<file path="config.mk">
export PLATFORM = sky130hd
export DESIGN_NAME = fmdc_sequencer
export DESIGN_NICKNAME = d
export VERILOG_FILES = /design/src/verilog/fmdc_pkg.sv /design/src/verilog/fmdc_sequencer.sv
export VERILOG_INCLUDE_DIRS = /design/src /design/src/verilog
export SDC_FILE = /design/constraint.sdc
export NUM_CORES = 1
export LEC_CHECK = 0
export BUFFER_PORTS_ARGS = -buffer_cell sky130_fd_sc_hd__buf_2
export CAP_MARGIN = 20
export CORE_MARGIN = 3
export CORE_UTILIZATION = 50
export CTS_BUF_LIST = sky130_fd_sc_hd__clkbuf_8
export DETAILED_ROUTE_END_ITERATION = 10
export PLACE_DENSITY = 0.72
export SYNTH_ARGS = -nofsm -noshare
export SYNTH_HDL_FRONTEND = slang
export SYNTH_SLANG_ARGS = --single-unit
</file>
<file path="constraint.sdc">
create_clock -name ref_clk -period 16.4 [get_ports ref_clk]
set_input_delay 2.46 -clock ref_clk [delete_from_list [all_inputs] [get_ports ref_clk]]
set_output_delay 2.46 -clock ref_clk [all_outputs]
set_load 0.02 [all_outputs]
</file>
<file path="src/verilog/fmdc_params.svh">
`ifndef FMDC_PARAMS_SVH
`define FMDC_PARAMS_SVH

// Register offsets on the plain register port.
`define FMDC_OFF_STATUS 8'h00
`define FMDC_OFF_CONFIG 8'h04
`define FMDC_OFF_INDEX 8'h08
`define FMDC_OFF_WORD 8'h0c
`define FMDC_OFF_MARGIN 8'h10
`define FMDC_OFF_PROTECT 8'h14

// Status register bit positions.
`define FMDC_BIT_COMMAND_COMPLETE_FLAG 7
`define FMDC_BIT_ACCESS_ERROR_FLAG 5
`define FMDC_BIT_PROTECTION_VIOLATION_FLAG 4
`define FMDC_BIT_MG1 1
`define FMDC_BIT_MG0 0

// Configuration register bit positions.
`define FMDC_BIT_COMMAND_COMPLETE_IRQ_ENABLE 7
`define FMDC_BIT_PROT_EN 0

// Command opcodes.
`define FMDC_CMD_FIELD_MARGIN 8'h0e
`define FMDC_CMD_ERASE_VERIFY 8'h10
`define FMDC_CMD_PROGRAM 8'h11

// Margin level codes.
`define FMDC_MARGIN_NORMAL 16'h0000
`define FMDC_MARGIN_USER_ERASED 16'h0001
`define FMDC_MARGIN_USER_PROG 16'h0002
`define FMDC_MARGIN_FIELD_ERASED 16'h0003
`define FMDC_MARGIN_FIELD_PROG 16'h0004

// Command word index values at launch.
`define FMDC_IDX_MARGIN 3'h1
`define FMDC_IDX_EVERIFY 3'h2
`define FMDC_IDX_PROG_MIN 3'h2
`define FMDC_IDX_PROG_MAX 3'h5
`define FMDC_IDX_FIRST_DATA 3'h2

// Array operation codes.
`define FMDC_OP_READ_ERASED 2'h0
`define FMDC_OP_PROGRAM 2'h1
`define FMDC_OP_READ_PROG 2'h2

`endif

</file>
<file path="src/verilog/fmdc_pkg.sv">
package fmdc_pkg;

  typedef enum logic [1:0] {
    FMDC_S_IDLE = 2'b00,
    FMDC_S_CHECK = 2'b01,
    FMDC_S_REQ = 2'b10,
    FMDC_S_WAIT = 2'b11
  } fmdc_state_type;

  typedef struct packed {
    logic [7:0] addr;
    logic [15:0] wdata;
    logic wr;
    logic rd;
  } fmdc_bus_type;

  typedef struct packed {
    logic req;
    logic [1:0] op;
    logic [22:0] addr;
    logic [15:0] wdata;
  } fmdc_arr_req_type;

  typedef struct packed {
    logic ack;
    logic err;
    logic fatal;
  } fmdc_arr_rsp_type;

endpackage

</file>
<file path="src/verilog/fmdc_sequencer.sv">
// Design decisions made here: the register addresses and the plain strobed port.
`timescale 1ns/1ns
`include "fmdc_params.svh"

// How it works
// - Field-margin command only runs in special modes.
// - Valid margin command sets block level, completes.
// - Margin codes zero to four select levels.
// - Margin command needs word index 001.
// - Undefined margin code raises access error.
// - Invalid block bits raise access error.
// - Command not allowed in mode: access error.
// - Erase-verify uses three parameter words.
// - Erase-verify needs word index 010.
// - Odd data-flash address raises access error.
// - Address outside data-flash raises access error.
// - Erase-verify range past block end: error.
// - Verify read errors set verify flags.
// - Erase-verify checks section then completes.
// - Program takes address then up to four words.
// - Word count follows index at launch.
// - Program index outside 010..101: access error.
// - Program words past block end: error.
// - Protected area: violation flag, nothing written.
// - Program verifies words, flags errors, completes.
// - Interrupt while complete flag and enable set.
module fmdc_sequencer #(
  parameter logic [6:0] DF_BLOCK = 7'h10,
  parameter logic [6:0] PF_BLOCK_LO = 7'h40,
  parameter logic [6:0] PF_BLOCK_HI = 7'h7f,
  parameter logic [15:0] DF_LAST = 16'h7fff
) (
  input wire logic ref_clk,
  input wire logic srst,
  input wire fmdc_pkg::fmdc_bus_type bus,
  output logic [15:0] rdata,
  input wire logic special_mode,
  output fmdc_pkg::fmdc_arr_req_type arr,
  input wire fmdc_pkg::fmdc_arr_rsp_type arr_rsp,
  output logic [2:0] df_margin,
  output logic [2:0] pf_margin,
  output logic cmd_irq
);
  import fmdc_pkg::*;

  typedef struct packed {
    fmdc_state_type st;
    logic command_complete_flag;
    logic access_error_flag;
    logic protection_violation_flag;
    logic mg1;
    logic mg0;
    logic command_complete_irq_enable;
    logic prot_en;
    logic [15:0] prot_start;
    logic [2:0] idx;
    logic [5:0][15:0] words;
    logic launch_special;
    logic verify;
    logic [15:0] rem;
    logic [2:0] wsel;
    logic [22:0] addr;
    logic [2:0] df_margin;
    logic [2:0] pf_margin;
    logic [15:0] rdata;
    fmdc_arr_req_type arr;
  } fmdc_core_type;

  fmdc_core_type r_reg;
  fmdc_core_type r_next;

  logic launch;
  logic [7:0] cmd;
  logic [6:0] blk;
  logic [22:0] gaddr;
  logic [23:0] ev_end;
  logic [23:0] pg_end;
  logic [23:0] df_last_full;
  logic blk_valid;
  logic margin_ok;
  logic df_in_range;
  logic err_margin;
  logic err_everify;
  logic err_program;
  logic prot_hit;

  assign cmd = r_reg.words[0][15:8];
  assign blk = r_reg.words[0][6:0];
  assign gaddr = {blk, r_reg.words[1]};
  assign df_last_full = {1'b0, DF_BLOCK, DF_LAST};
  assign launch = bus.wr && (bus.addr == `FMDC_OFF_STATUS) && bus.wdata[`FMDC_BIT_COMMAND_COMPLETE_FLAG]
    && r_reg.command_complete_flag && !r_reg.access_error_flag && !r_reg.protection_violation_flag;

  assign blk_valid = (blk == DF_BLOCK) || ((blk >= PF_BLOCK_LO) && (blk <= PF_BLOCK_HI));
  assign margin_ok = (r_reg.words[1] <= `FMDC_MARGIN_FIELD_PROG);
  assign df_in_range = (blk == DF_BLOCK) && (r_reg.words[1] <= DF_LAST);
  assign ev_end = {1'b0, gaddr} + {7'h00, r_reg.words[2], 1'b0} - 24'h000001;
  assign pg_end = {1'b0, gaddr} + {20'h00000, r_reg.idx - 3'h1, 1'b0} - 24'h000001;
  assign prot_hit = r_reg.prot_en && (pg_end[15:0] >= r_reg.prot_start);

  always_comb begin
    err_margin = !r_reg.launch_special;
    if (r_reg.idx != `FMDC_IDX_MARGIN) begin
      err_margin = 1'b1;
    end
    if (!margin_ok) begin
      err_margin = 1'b1;
    end
    if (!blk_valid) begin
      err_margin = 1'b1;
    end
    err_everify = (r_reg.idx != `FMDC_IDX_EVERIFY);
    err_program = (r_reg.idx < `FMDC_IDX_PROG_MIN) || (r_reg.idx > `FMDC_IDX_PROG_MAX);
    if (gaddr[0] || !df_in_range) begin
      err_everify = 1'b1;
      err_program = 1'b1;
    end
    if (ev_end > df_last_full) begin
      err_everify = 1'b1;
    end
    if (pg_end > df_last_full) begin
      err_program = 1'b1;
    end
  end

  always_comb begin
    r_next = r_reg;
    r_next.rdata = 16'h0000;
    if (bus.rd) begin
      case (bus.addr)
        `FMDC_OFF_STATUS: begin
          r_next.rdata = {8'h00, r_reg.command_complete_flag, 1'b0, r_reg.access_error_flag, r_reg.protection_violation_flag,
            2'b00, r_reg.mg1, r_reg.mg0};
        end
        `FMDC_OFF_CONFIG: begin
          r_next.rdata = {8'h00, r_reg.command_complete_irq_enable, 6'h00, r_reg.prot_en};
        end
        `FMDC_OFF_INDEX: begin
          r_next.rdata = {13'h0000, r_reg.idx};
        end
        `FMDC_OFF_WORD: begin
          r_next.rdata = (r_reg.idx <= 3'h5) ? r_reg.words[r_reg.idx] : 16'h0000;
        end
        `FMDC_OFF_MARGIN: begin
          r_next.rdata = {10'h000, r_reg.pf_margin, r_reg.df_margin};
        end
        `FMDC_OFF_PROTECT: begin
          r_next.rdata = r_reg.prot_start;
        end
        default: begin
          r_next.rdata = 16'h0000;
        end
      endcase
    end
    if (bus.wr) begin
      case (bus.addr)
        `FMDC_OFF_STATUS: begin
          if (bus.wdata[`FMDC_BIT_ACCESS_ERROR_FLAG]) begin
            r_next.access_error_flag = 1'b0;
          end
          if (bus.wdata[`FMDC_BIT_PROTECTION_VIOLATION_FLAG]) begin
            r_next.protection_violation_flag = 1'b0;
          end
        end
        `FMDC_OFF_CONFIG: begin
          r_next.command_complete_irq_enable = bus.wdata[`FMDC_BIT_COMMAND_COMPLETE_IRQ_ENABLE];
          r_next.prot_en = bus.wdata[`FMDC_BIT_PROT_EN];
        end
        `FMDC_OFF_INDEX: begin
          if (r_reg.command_complete_flag) begin
            r_next.idx = bus.wdata[2:0];
          end
        end
        `FMDC_OFF_WORD: begin
          if (r_reg.command_complete_flag && (r_reg.idx <= 3'h5)) begin
            r_next.words[r_reg.idx] = bus.wdata;
          end
        end
        `FMDC_OFF_PROTECT: begin
          r_next.prot_start = bus.wdata;
        end
        default: begin
        end
      endcase
    end
    if (launch) begin
      r_next.command_complete_flag = 1'b0;
      r_next.mg1 = 1'b0;
      r_next.mg0 = 1'b0;
      r_next.launch_special = special_mode;
      r_next.st = FMDC_S_CHECK;
    end
    case (r_reg.st)
      FMDC_S_IDLE: begin
      end
      FMDC_S_CHECK: begin
        r_next.addr = gaddr;
        r_next.wsel = 3'h0;
        r_next.st = FMDC_S_IDLE;
        r_next.command_complete_flag = 1'b1;
        case (cmd)
          `FMDC_CMD_FIELD_MARGIN: begin
            if (err_margin) begin
              r_next.access_error_flag = 1'b1;
            end else if (blk == DF_BLOCK) begin
              r_next.df_margin = r_reg.words[1][2:0];
            end else begin
              r_next.pf_margin = r_reg.words[1][2:0];
            end
          end
          `FMDC_CMD_ERASE_VERIFY: begin
            if (err_everify) begin
              r_next.access_error_flag = 1'b1;
            end else begin
              r_next.verify = 1'b1;
              r_next.rem = r_reg.words[2];
              r_next.command_complete_flag = 1'b0;
              r_next.st = FMDC_S_REQ;
            end
          end
          `FMDC_CMD_PROGRAM: begin
            if (err_program) begin
              r_next.access_error_flag = 1'b1;
            end else if (prot_hit) begin
              r_next.protection_violation_flag = 1'b1;
            end else begin
              r_next.verify = 1'b0;
              r_next.rem = {13'h0000, r_reg.idx - 3'h1};
              r_next.command_complete_flag = 1'b0;
              r_next.st = FMDC_S_REQ;
            end
          end
          default: begin
            r_next.access_error_flag = 1'b1;
          end
        endcase
      end
      FMDC_S_REQ: begin
        if (r_reg.rem != 16'h0000) begin
          r_next.arr.req = 1'b1;
          r_next.arr.addr = r_reg.addr;
          r_next.arr.wdata = r_reg.words[`FMDC_IDX_FIRST_DATA + r_reg.wsel];
          if (!r_reg.verify) begin
            r_next.arr.op = `FMDC_OP_PROGRAM;
          end else if (cmd == `FMDC_CMD_PROGRAM) begin
            r_next.arr.op = `FMDC_OP_READ_PROG;
          end else begin
            r_next.arr.op = `FMDC_OP_READ_ERASED;
          end
          r_next.st = FMDC_S_WAIT;
        end else if (!r_reg.verify) begin
          r_next.verify = 1'b1;
          r_next.addr = gaddr;
          r_next.wsel = 3'h0;
          r_next.rem = {13'h0000, r_reg.idx - 3'h1};
        end else begin
          r_next.command_complete_flag = 1'b1;
          r_next.st = FMDC_S_IDLE;
        end
      end
      FMDC_S_WAIT: begin
        if (arr_rsp.ack) begin
          r_next.arr.req = 1'b0;
          if (r_reg.verify && (arr_rsp.err || arr_rsp.fatal)) begin
            r_next.mg1 = 1'b1;
          end
          if (r_reg.verify && arr_rsp.fatal) begin
            r_next.mg0 = 1'b1;
          end
          r_next.addr = r_reg.addr + 23'h000002;
          r_next.wsel = r_reg.wsel + 3'h1;
          r_next.rem = r_reg.rem - 16'h0001;
          r_next.st = FMDC_S_REQ;
        end
      end
      default: begin
        r_next.st = FMDC_S_IDLE;
      end
    endcase
  end

  always_ff @(posedge ref_clk) begin
    if (srst) begin
      r_reg <= '0;
      r_reg.command_complete_flag <= 1'b1;
    end else begin
      r_reg <= r_next;
    end
  end

  assign rdata = r_reg.rdata;
  assign arr = r_reg.arr;
  assign df_margin = r_reg.df_margin;
  assign pf_margin = r_reg.pf_margin;
  assign cmd_irq = r_reg.command_complete_flag && r_reg.command_complete_irq_enable;

  a_margin_mode: assert property (@(posedge ref_clk) disable iff (srst)
    (launch && cmd == `FMDC_CMD_FIELD_MARGIN && !special_mode)
      |=> ##1 (r_reg.access_error_flag && r_reg.command_complete_flag && $stable(r_reg.df_margin)))
    else $error("Margin command ran outside special mode.");

  a_margin_apply: assert property (@(posedge ref_clk) disable iff (srst)
    (r_reg.st == FMDC_S_CHECK && cmd == `FMDC_CMD_FIELD_MARGIN && !err_margin
      && blk == DF_BLOCK) |=> (r_reg.command_complete_flag && r_reg.df_margin == $past(r_reg.words[1][2:0])))
    else $error("Margin level was not applied.");

  a_margin_index: assert property (@(posedge ref_clk) disable iff (srst)
    (r_reg.st == FMDC_S_CHECK && cmd == `FMDC_CMD_FIELD_MARGIN
      && r_reg.idx != `FMDC_IDX_MARGIN) |=> r_reg.access_error_flag)
    else $error("Bad margin index not flagged.");

  a_margin_code: assert property (@(posedge ref_clk) disable iff (srst)
    (r_reg.st == FMDC_S_CHECK && cmd == `FMDC_CMD_FIELD_MARGIN
      && r_reg.words[1] > 16'h0004) |=> (r_reg.access_error_flag && r_reg.command_complete_flag))
    else $error("Bad margin code not flagged.");

  a_odd_address: assert property (@(posedge ref_clk) disable iff (srst)
    (r_reg.st == FMDC_S_CHECK && cmd == `FMDC_CMD_PROGRAM && gaddr[0])
      |=> (r_reg.access_error_flag && r_reg.st == FMDC_S_IDLE && !r_reg.arr.req))
    else $error("Odd address started a program.");

  a_ev_index: assert property (@(posedge ref_clk) disable iff (srst)
    (r_reg.st == FMDC_S_CHECK && cmd == `FMDC_CMD_ERASE_VERIFY
      && r_reg.idx != `FMDC_IDX_EVERIFY) |=> (r_reg.access_error_flag && r_reg.command_complete_flag))
    else $error("Erase verify index error missed.");

  a_prog_index: assert property (@(posedge ref_clk) disable iff (srst)
    (r_reg.st == FMDC_S_CHECK && cmd == `FMDC_CMD_PROGRAM && r_reg.idx > 3'h5)
      |=> r_reg.access_error_flag)
    else $error("Program index error missed.");

  a_prot_nowrite: assert property (@(posedge ref_clk) disable iff (srst)
    (r_reg.st == FMDC_S_CHECK && cmd == `FMDC_CMD_PROGRAM && !err_program && prot_hit)
      |=> (r_reg.protection_violation_flag && r_reg.command_complete_flag) ##1 !r_reg.arr.req)
    else $error("Protected area was programmed.");

  a_verify_fatal: assert property (@(posedge ref_clk) disable iff (srst)
    (r_reg.st == FMDC_S_WAIT && r_reg.verify && arr_rsp.ack && arr_rsp.fatal)
      |=> (r_reg.mg0 && r_reg.mg1))
    else $error("Fatal read error not flagged.");

  a_launch_busy: assert property (@(posedge ref_clk) disable iff (srst)
    launch |=> (!r_reg.command_complete_flag && r_reg.st == FMDC_S_CHECK))
    else $error("Launch did not clear the complete flag.");

  a_block_check: assert property (@(posedge ref_clk) disable iff (srst)
    (r_reg.st == FMDC_S_CHECK && cmd == `FMDC_CMD_FIELD_MARGIN && !blk_valid)
      |=> (r_reg.access_error_flag && $stable(r_reg.pf_margin)))
    else $error("Invalid block not flagged.");

  a_df_range: assert property (@(posedge ref_clk) disable iff (srst)
    (r_reg.st == FMDC_S_CHECK && cmd == `FMDC_CMD_ERASE_VERIFY && !df_in_range)
      |=> (r_reg.access_error_flag && r_reg.st == FMDC_S_IDLE))
    else $error("Address outside data flash not flagged.");

  a_ev_range: assert property (@(posedge ref_clk) disable iff (srst)
    (r_reg.st == FMDC_S_CHECK && cmd == `FMDC_CMD_ERASE_VERIFY && ev_end > df_last_full)
      |=> (r_reg.access_error_flag && !r_reg.arr.req))
    else $error("Verify range past block end not flagged.");

  a_prog_range: assert property (@(posedge ref_clk) disable iff (srst)
    (r_reg.st == FMDC_S_CHECK && cmd == `FMDC_CMD_PROGRAM && pg_end > df_last_full)
      |=> (r_reg.access_error_flag && r_reg.st == FMDC_S_IDLE))
    else $error("Program range past block end not flagged.");

  a_unknown_op: assert property (@(posedge ref_clk) disable iff (srst)
    (r_reg.st == FMDC_S_CHECK && cmd != `FMDC_CMD_FIELD_MARGIN
      && cmd != `FMDC_CMD_ERASE_VERIFY && cmd != `FMDC_CMD_PROGRAM)
      |=> (r_reg.access_error_flag && r_reg.command_complete_flag))
    else $error("Unknown command not flagged.");

  a_verify_err: assert property (@(posedge ref_clk) disable iff (srst)
    (r_reg.st == FMDC_S_WAIT && r_reg.verify && arr_rsp.ack && arr_rsp.err)
      |=> r_reg.mg1)
    else $error("Verify read error not flagged.");

  a_ev_done: assert property (@(posedge ref_clk) disable iff (srst)
    (r_reg.st == FMDC_S_REQ && r_reg.verify && r_reg.rem == 16'h0000)
      |=> (r_reg.command_complete_flag && r_reg.st == FMDC_S_IDLE))
    else $error("Verify end did not complete.");

endmodule // fmdc_sequencer

</file>
Word-level counts from Yosys, hierarchy flattened
Index checks and enable logic that the tools add are counted.

Bits of input ports: 32. Bits in latches: 0. Output and inout port bits: 65. ROM bits: 0. Memories kept: 0. Flip-flop bits (word level): 232. Bits in writable memories: 0. Logic and storage cells: 171.

Reduce and logical (&&, ||, !) cells: 38. Bitwise gates (word level): 3. Eq/ne operators: 22. Muxes and demuxes: 58. $add $sub $neg: 9. Divide/modulo/power cells: 0. Magnitude comparators: 13. Shifts and indexed selects: 0. Multiply operators: 0.

Operators with widths (count): 42-bit 2-to-1 mux (3); 42-bit case mux with 3 select lines (1); 16-bit binary-select mux with 3-bit select (2); 96-bit bitwise mux (1); 16-bit case mux with 6 select lines (1); 16-bit 2-to-1 mux (4); 17-bit 2-to-1 mux (3); 16-bit demux with 3-bit select (1); 24-bit by 21-bit > comparator with 1-bit output (second input constant) (2); 24-bit by 1-bit subtractor with 24-bit output (second input constant) (2); 43-bit 2-to-1 mux (1); 17-bit case mux with 2 select lines (1); 8-bit by 5-bit equality test with 1-bit output (second input constant) (4); 23-bit by 17-bit adder with 24-bit output (1); 23-bit by 4-bit adder with 24-bit output (1); 8-bit by 4-bit equality test with 1-bit output (second input constant) (3); 23-bit by 2-bit adder with 23-bit output (second input constant) (1); 2-bit 2-to-1 mux (10); 1-bit 2-to-1 mux (19); 16-bit >= comparator (1); 16-bit by 15-bit <= comparator with 1-bit output (second input constant) (1); 16-bit by 3-bit <= comparator with 1-bit output (second input constant) (1); 16-bit nonzero test (1); 16-bit by 1-bit subtractor with 16-bit output (second input constant) (1); 36 further kinds (77).

Depth between registers and ports, before layout
Word-level depth: 10. Mapped depth: 24. Mapped depth without buffers: 21.

Worst setup path after synthesis
OpenSTA, ideal clock, no wires.

Path type: register to register. Start point: register r_reg[205] (netlist name). End point: register r_reg[103] (netlist name). Arrival: 5.174 ns. Clock period less this slack: 5.295 ns. Setup time: 0.121 ns. Stages on the path, launching flop included: 22. Data required time: 16.279 ns. Path slack: 11.105 ns. Buffers on the path: 3. Cell sequence: dfxtp_1 > clkbuf_1 > buf_1 > inv_1 > ha_1 > xor2_1 > inv_1 > fa_1 > nand2b_1 > a2111oi_2 > nor2b_1 > o21ai_0 > xnor2_1 > ha_1 > a21o_1 > a21o_1 > a2111oi_0 > a311oi_1 > nor2_1 > o21ai_4 > buf_6 > mux2_4.

Longest elaborated chain between the ends: 7. Elaborated cells on any way between the ends: 18. Classes of those cells: add/sub (3); order compare (4); eq/ne (4); mux (4); reduce/logical (3).

Ends and longest elaborated chain: start, declared (line fmdc_sequencer.sv:69) `fmdc_core_type r_reg;`; start signal, assigned (line fmdc_sequencer.sv:287) `r_reg <= r_next;`; 3-bit by 1-bit subtractor with 3-bit output (line fmdc_sequencer.sv:98) `assign pg_end = {1'b0, gaddr} + {20'h00000, r_reg.idx - 3'h1, 1'b0} - 24'h000001;`; 23-bit by 4-bit adder with 24-bit output (line fmdc_sequencer.sv:98); 24-bit by 1-bit subtractor with 24-bit output (line fmdc_sequencer.sv:98); 24-bit by 21-bit > comparator with 1-bit output / 16-bit >= comparator (equally long branches) (line fmdc_sequencer.sv:121, fmdc_sequencer.sv:99); 1-bit 2-to-1 mux / 1-bit logical AND (equally long branches) (line fmdc_sequencer.sv:121, fmdc_sequencer.sv:99); 3-bit != test (no source line); 8-bit AND reduction (no source line) (*).

Mark *: on every way between the ends. The rest lies on a longest branch, timed or not. A chain may end at the register's enable or synchronous reset.

Final worst setup path
Start point: register r_reg[204] (netlist name). End point: register r_reg[103] (netlist name).

The elaborated chain is that of the path after synthesis.

==> impl_metrics.toml <==
[pwr]
seqPwrFrac_pct = 47.2
vdd.ir_drop.worst_mv = 0.0655
p_comb_share_pct = 6.4
power_mw = 1.21
netSwitchingPower_uw = 314
leakagePower_nw = 5.99
netSwitchingFraction_pct = 25.9
power_density_mw_per_mm2 = 76.1
clockPowerShare_pct = 46.3
internal_power_of_the_cells_uw = 896

[sta]
fmaxAchievable_mhz = 155
hold_fails_final_rpt = 0
timing.clock.skew_ns = 0.0261
worst_slew_pin_slew_ns = 1.12
final_min_period_over_clock_period_pct = 39.4
hold_ws_ns = 0.449
totalNegativeSetupSlack_ns = 0
timing.final.max_slew_violations = 0
timing.final.setup_violations = 0
relSlewSlack_pct = 23.6
rsz_0062_raised_after_global_routing = "false"
post-route-min-period_ns = 6.46

[floorplanning]
floorplan.rows = 62
die_w_um = 179
dieArea_mm2 = 0.0319
die-height_um = 179
fp.coreArea_mm2 = 0.0290
top_level_ports = 97
floorplan.initialDensity_pct = 51.3

[clock_tree]
postCtsSetupBuffers = 0
tritoncts.num_buffers = 41
cts.root.buffer_cell = "sky130_fd_sc_hd__clkbuf_8"
ctsHoldBuffers = 0
cts_tree = "built"
path_clk_slew_ns = 0.06
max-clock-path-buffers = 3
cts_num_sinks = 232
cts_repair_resize_count = 0
clock_latency_ns = 0.57
clock_tree.htree_level_count = 2

[layout]
fin_area_mm2 = 0.0159
nFillCells = 2784
layout-drive-gt1-share_pct = 13.0
num-nets-final = 2040
post_layout_nonfiller_instances = 2319
layout-area-overhead-vs-synth_pct = 6.63
largest_register_ff_count = 137

[route]
drt-initial-drc-count = 1844
detailroute.via_count = 14180
finalWirelength_um = 49300
remaining_routing_drc_violations = 0
viasPerCell = 6.11
detail_route.wl_per_cell_um = 21.2
detail-route-antenna-nets = 0
first_pass_iters = 11

[place]
detailed_place_hpwl_um = 35200
post_dp_cell_area_mm2 = 0.0150
routabilityCongestion = 1.01
placed_cells_incl_taps = 2246
portBuffers = 96

[critical_path]
cp_data_required_time_ns = 16.84
crit_path_end = "r_reg[103]"
regToRegEndpoint = "r_reg[103]"
worst-path-max-fanout = 40
criticalPathCategory = "register to register"
reg2reg_depth = 20
worstPathArrival_ns = 6.91
beginning_of_the_critical_path = "r_reg[204]"
regToRegStartpoint = "r_reg[204]"
critical_path.endpoint_type = "register"
reg2reg_setup_slack_ns = 9.94
critPathLaunchType = "register"

[logic_synthesis]
postSynth.topFlopCell = "sky130_fd_sc_hd__dfxtp_1"
yosys-top-cells-area = "sky130_fd_sc_hd__dfxtp_1 (31%), sky130_fd_sc_hd__nand2_1 (9.1%), sky130_fd_sc_hd__ha_1 (8.4%)"
synthMostInstantiatedCell = "sky130_fd_sc_hd__nand2_1"
synth-simple-area-share_pct = 19.6
syn-mean-instance-area_um2 = 7.68
commonest_cells_post_synth = "sky130_fd_sc_hd__nand2_1 (361), sky130_fd_sc_hd__a21oi_1 (232), sky130_fd_sc_hd__dfxtp_1 (232)"
synth-edff-count = 0
synth.distinct_cells = 78
postSynthNetCount = 2073
synth_top_area_share_pct = 31.2
synthCells = 1939
synth-seq-cells = 232
synthesis.yosys.warnings = 0
synth_top_family_by_area = "compound AO/OA/AOI/OAI gates"
post_synth_fa_ha_maj_area_fraction_pct = 8.67
ys_seq_area_share_pct = 31.2
netlist_area_mm2 = 0.0149
muxShareOfSynthArea_pct = 7.44
synth_compound_area_share_pct = 21.3
xor_and_xnor_fraction_of_the_mapped_netlist_area_pct = 2.00
yosys.area.top_type = "sky130_fd_sc_hd__dfxtp_1"
post_synthesis_async_set_or_reset_flop_share_pct = 0

[grt]
globalRouteTotalUtil_pct = 30.3
grt_pass1_vias = 13094
grt_remaining_overflow = 0
grt_max_degree = 146
number_of_antenna_violations_at_the_first_check_in_global_routing = 3
grt_first_pass_wirelength_um = 75200

[hold_path]
hold_path_depth = 2
worstHoldPathType = "register to register"

[job]
max-cap-violations = 0

[status]
run_status = "complete, no violations"
==> through the flow <==
| step | setup slack (ns) | util [%] |
|---|---|---|
| after floorplan | 11.10 | - |
| after global placement | 9.78 | 51.8 |
| after detailed placement | 9.60 | 51.8 |
| after CTS | 9.56 | 54.7 |
| after global routing | 9.68 | 54.7 |
| final | 9.94 | 54.8 |
==> cells by family after synthesis <==
logic type | after synthesis
DFF | 232
AOI/OAI and AO/OA | 496
xor gates and xnor gates | 34
adders and majority gates | 102
muxes | 84
and+or+nand+nor | 670
buffers and inverters | 321
==> critical path, stage by stage, from the launching register on <==
cell	delay [ns]
sky130_fd_sc_hd__dfxtp_2	1.09
sky130_fd_sc_hd__inv_1	0.35
sky130_fd_sc_hd__ha_1	0.50
sky130_fd_sc_hd__xor2_1	0.23
sky130_fd_sc_hd__inv_1	0.09
sky130_fd_sc_hd__fa_1	0.46
sky130_fd_sc_hd__nand2b_1	0.20
sky130_fd_sc_hd__a2111oi_2	0.43
sky130_fd_sc_hd__nor2b_1	0.13
sky130_fd_sc_hd__o21ai_0	0.32
sky130_fd_sc_hd__xnor2_1	0.17
sky130_fd_sc_hd__ha_1	0.27
sky130_fd_sc_hd__a21o_1	0.16
sky130_fd_sc_hd__a21o_1	0.17
sky130_fd_sc_hd__a2111oi_0	0.37
sky130_fd_sc_hd__dlymetal6s2s_1	0.26
sky130_fd_sc_hd__a311oi_1	0.12
sky130_fd_sc_hd__buf_4	0.22
sky130_fd_sc_hd__nor2_1	0.23
sky130_fd_sc_hd__o21ai_4	0.23
sky130_fd_sc_hd__mux2_4	0.34
==> layer usage <==
metal | GRT usage [%] | wire (um) | up-vias
li1 | - | - | 6615
met1 | 42.1 | 20600 | 6637
met2 | 45.4 | 21100 | 785
met3 | 5.81 | 5050 | 141
met4 | 14.1 | 2440 | 2
met5 | 0 | 13 | -
==> layout by cell type (no fill, tap or decap), types with 5 or more instances in the layout <==
cell type                     n
sky130_fd_sc_hd__nand2b_1    24
sky130_fd_sc_hd__o21ai_0     45
sky130_fd_sc_hd__nand4_1     17
sky130_fd_sc_hd__a21oi_1    232
sky130_fd_sc_hd__nor2_1     138
sky130_fd_sc_hd__buf_4       16
sky130_fd_sc_hd__inv_1      137
sky130_fd_sc_hd__a211oi_1    25
sky130_fd_sc_hd__o2111ai_1    6
sky130_fd_sc_hd__xor2_1      15
sky130_fd_sc_hd__a22oi_1     42
sky130_fd_sc_hd__a211o_1      9
sky130_fd_sc_hd__o31ai_1      7
sky130_fd_sc_hd__ha_1       100
sky130_fd_sc_hd__a221oi_1    27
sky130_fd_sc_hd__mux2i_1     26
sky130_fd_sc_hd__o22ai_1     17
sky130_fd_sc_hd__a31oi_1      7
sky130_fd_sc_hd__o31a_1       5
sky130_fd_sc_hd__and3_1      10
sky130_fd_sc_hd__mux4_2      17
sky130_fd_sc_hd__mux2_2      40
sky130_fd_sc_hd__a21o_1      20
sky130_fd_sc_hd__nand3_1     28
sky130_fd_sc_hd__nor3_1      35
sky130_fd_sc_hd__xnor2_1     19
sky130_fd_sc_hd__nor2b_1     19
sky130_fd_sc_hd__and2_1       9
sky130_fd_sc_hd__o32ai_1      9
sky130_fd_sc_hd__clkbuf_8    49
sky130_fd_sc_hd__clkinv_2     9
sky130_fd_sc_hd__nand2_1    360
sky130_fd_sc_hd__dfxtp_1    231
sky130_fd_sc_hd__buf_2       95
==> how the worst min path moves through the flow <==
stage                from    endpoint  slack, ns
2_1_floorplan  r_reg[226]  r_reg[226]       0.43
3_3_place_gp      arr[32]     arr[32]       0.44
3_5_place_dp      arr[23]     arr[23]       0.44
4_1_cts           arr[23]     arr[23]       0.45
5_1_grt           arr[27]     arr[27]       0.47
6_report          arr[23]     arr[23]       0.45
==> power by group through the flow <==
stage               sequential, mW  clock (mW)  combinational, mW
CTS                          0.571       0.565             0.0759
global route                 0.571       0.588             0.0846
floorplan                    0.582           0             0.0554
finish                       0.571       0.561             0.0777
detailed placement           0.584           0             0.0756
global placement             0.583           0             0.0744
==> cell type report <==
type / instances / area (um2) / share of cell area (%)
Timing Repair Buffer: 113 / 619 / 3.90
Inverter: 132 / 495 / 3.12
Multi-Input combinational cell: 1386 / 8800 / 55.4
Clock inverter: 22 / 169 / 1.06
Sequential cell: 232 / 4650 / 29.2
Tap cell: 384 / 480 / 3.02
Antenna cell: 1 / 2.50 / 0.0158
Clock buffer: 49 / 674 / 4.25
(Power assumes the default switching activity.)
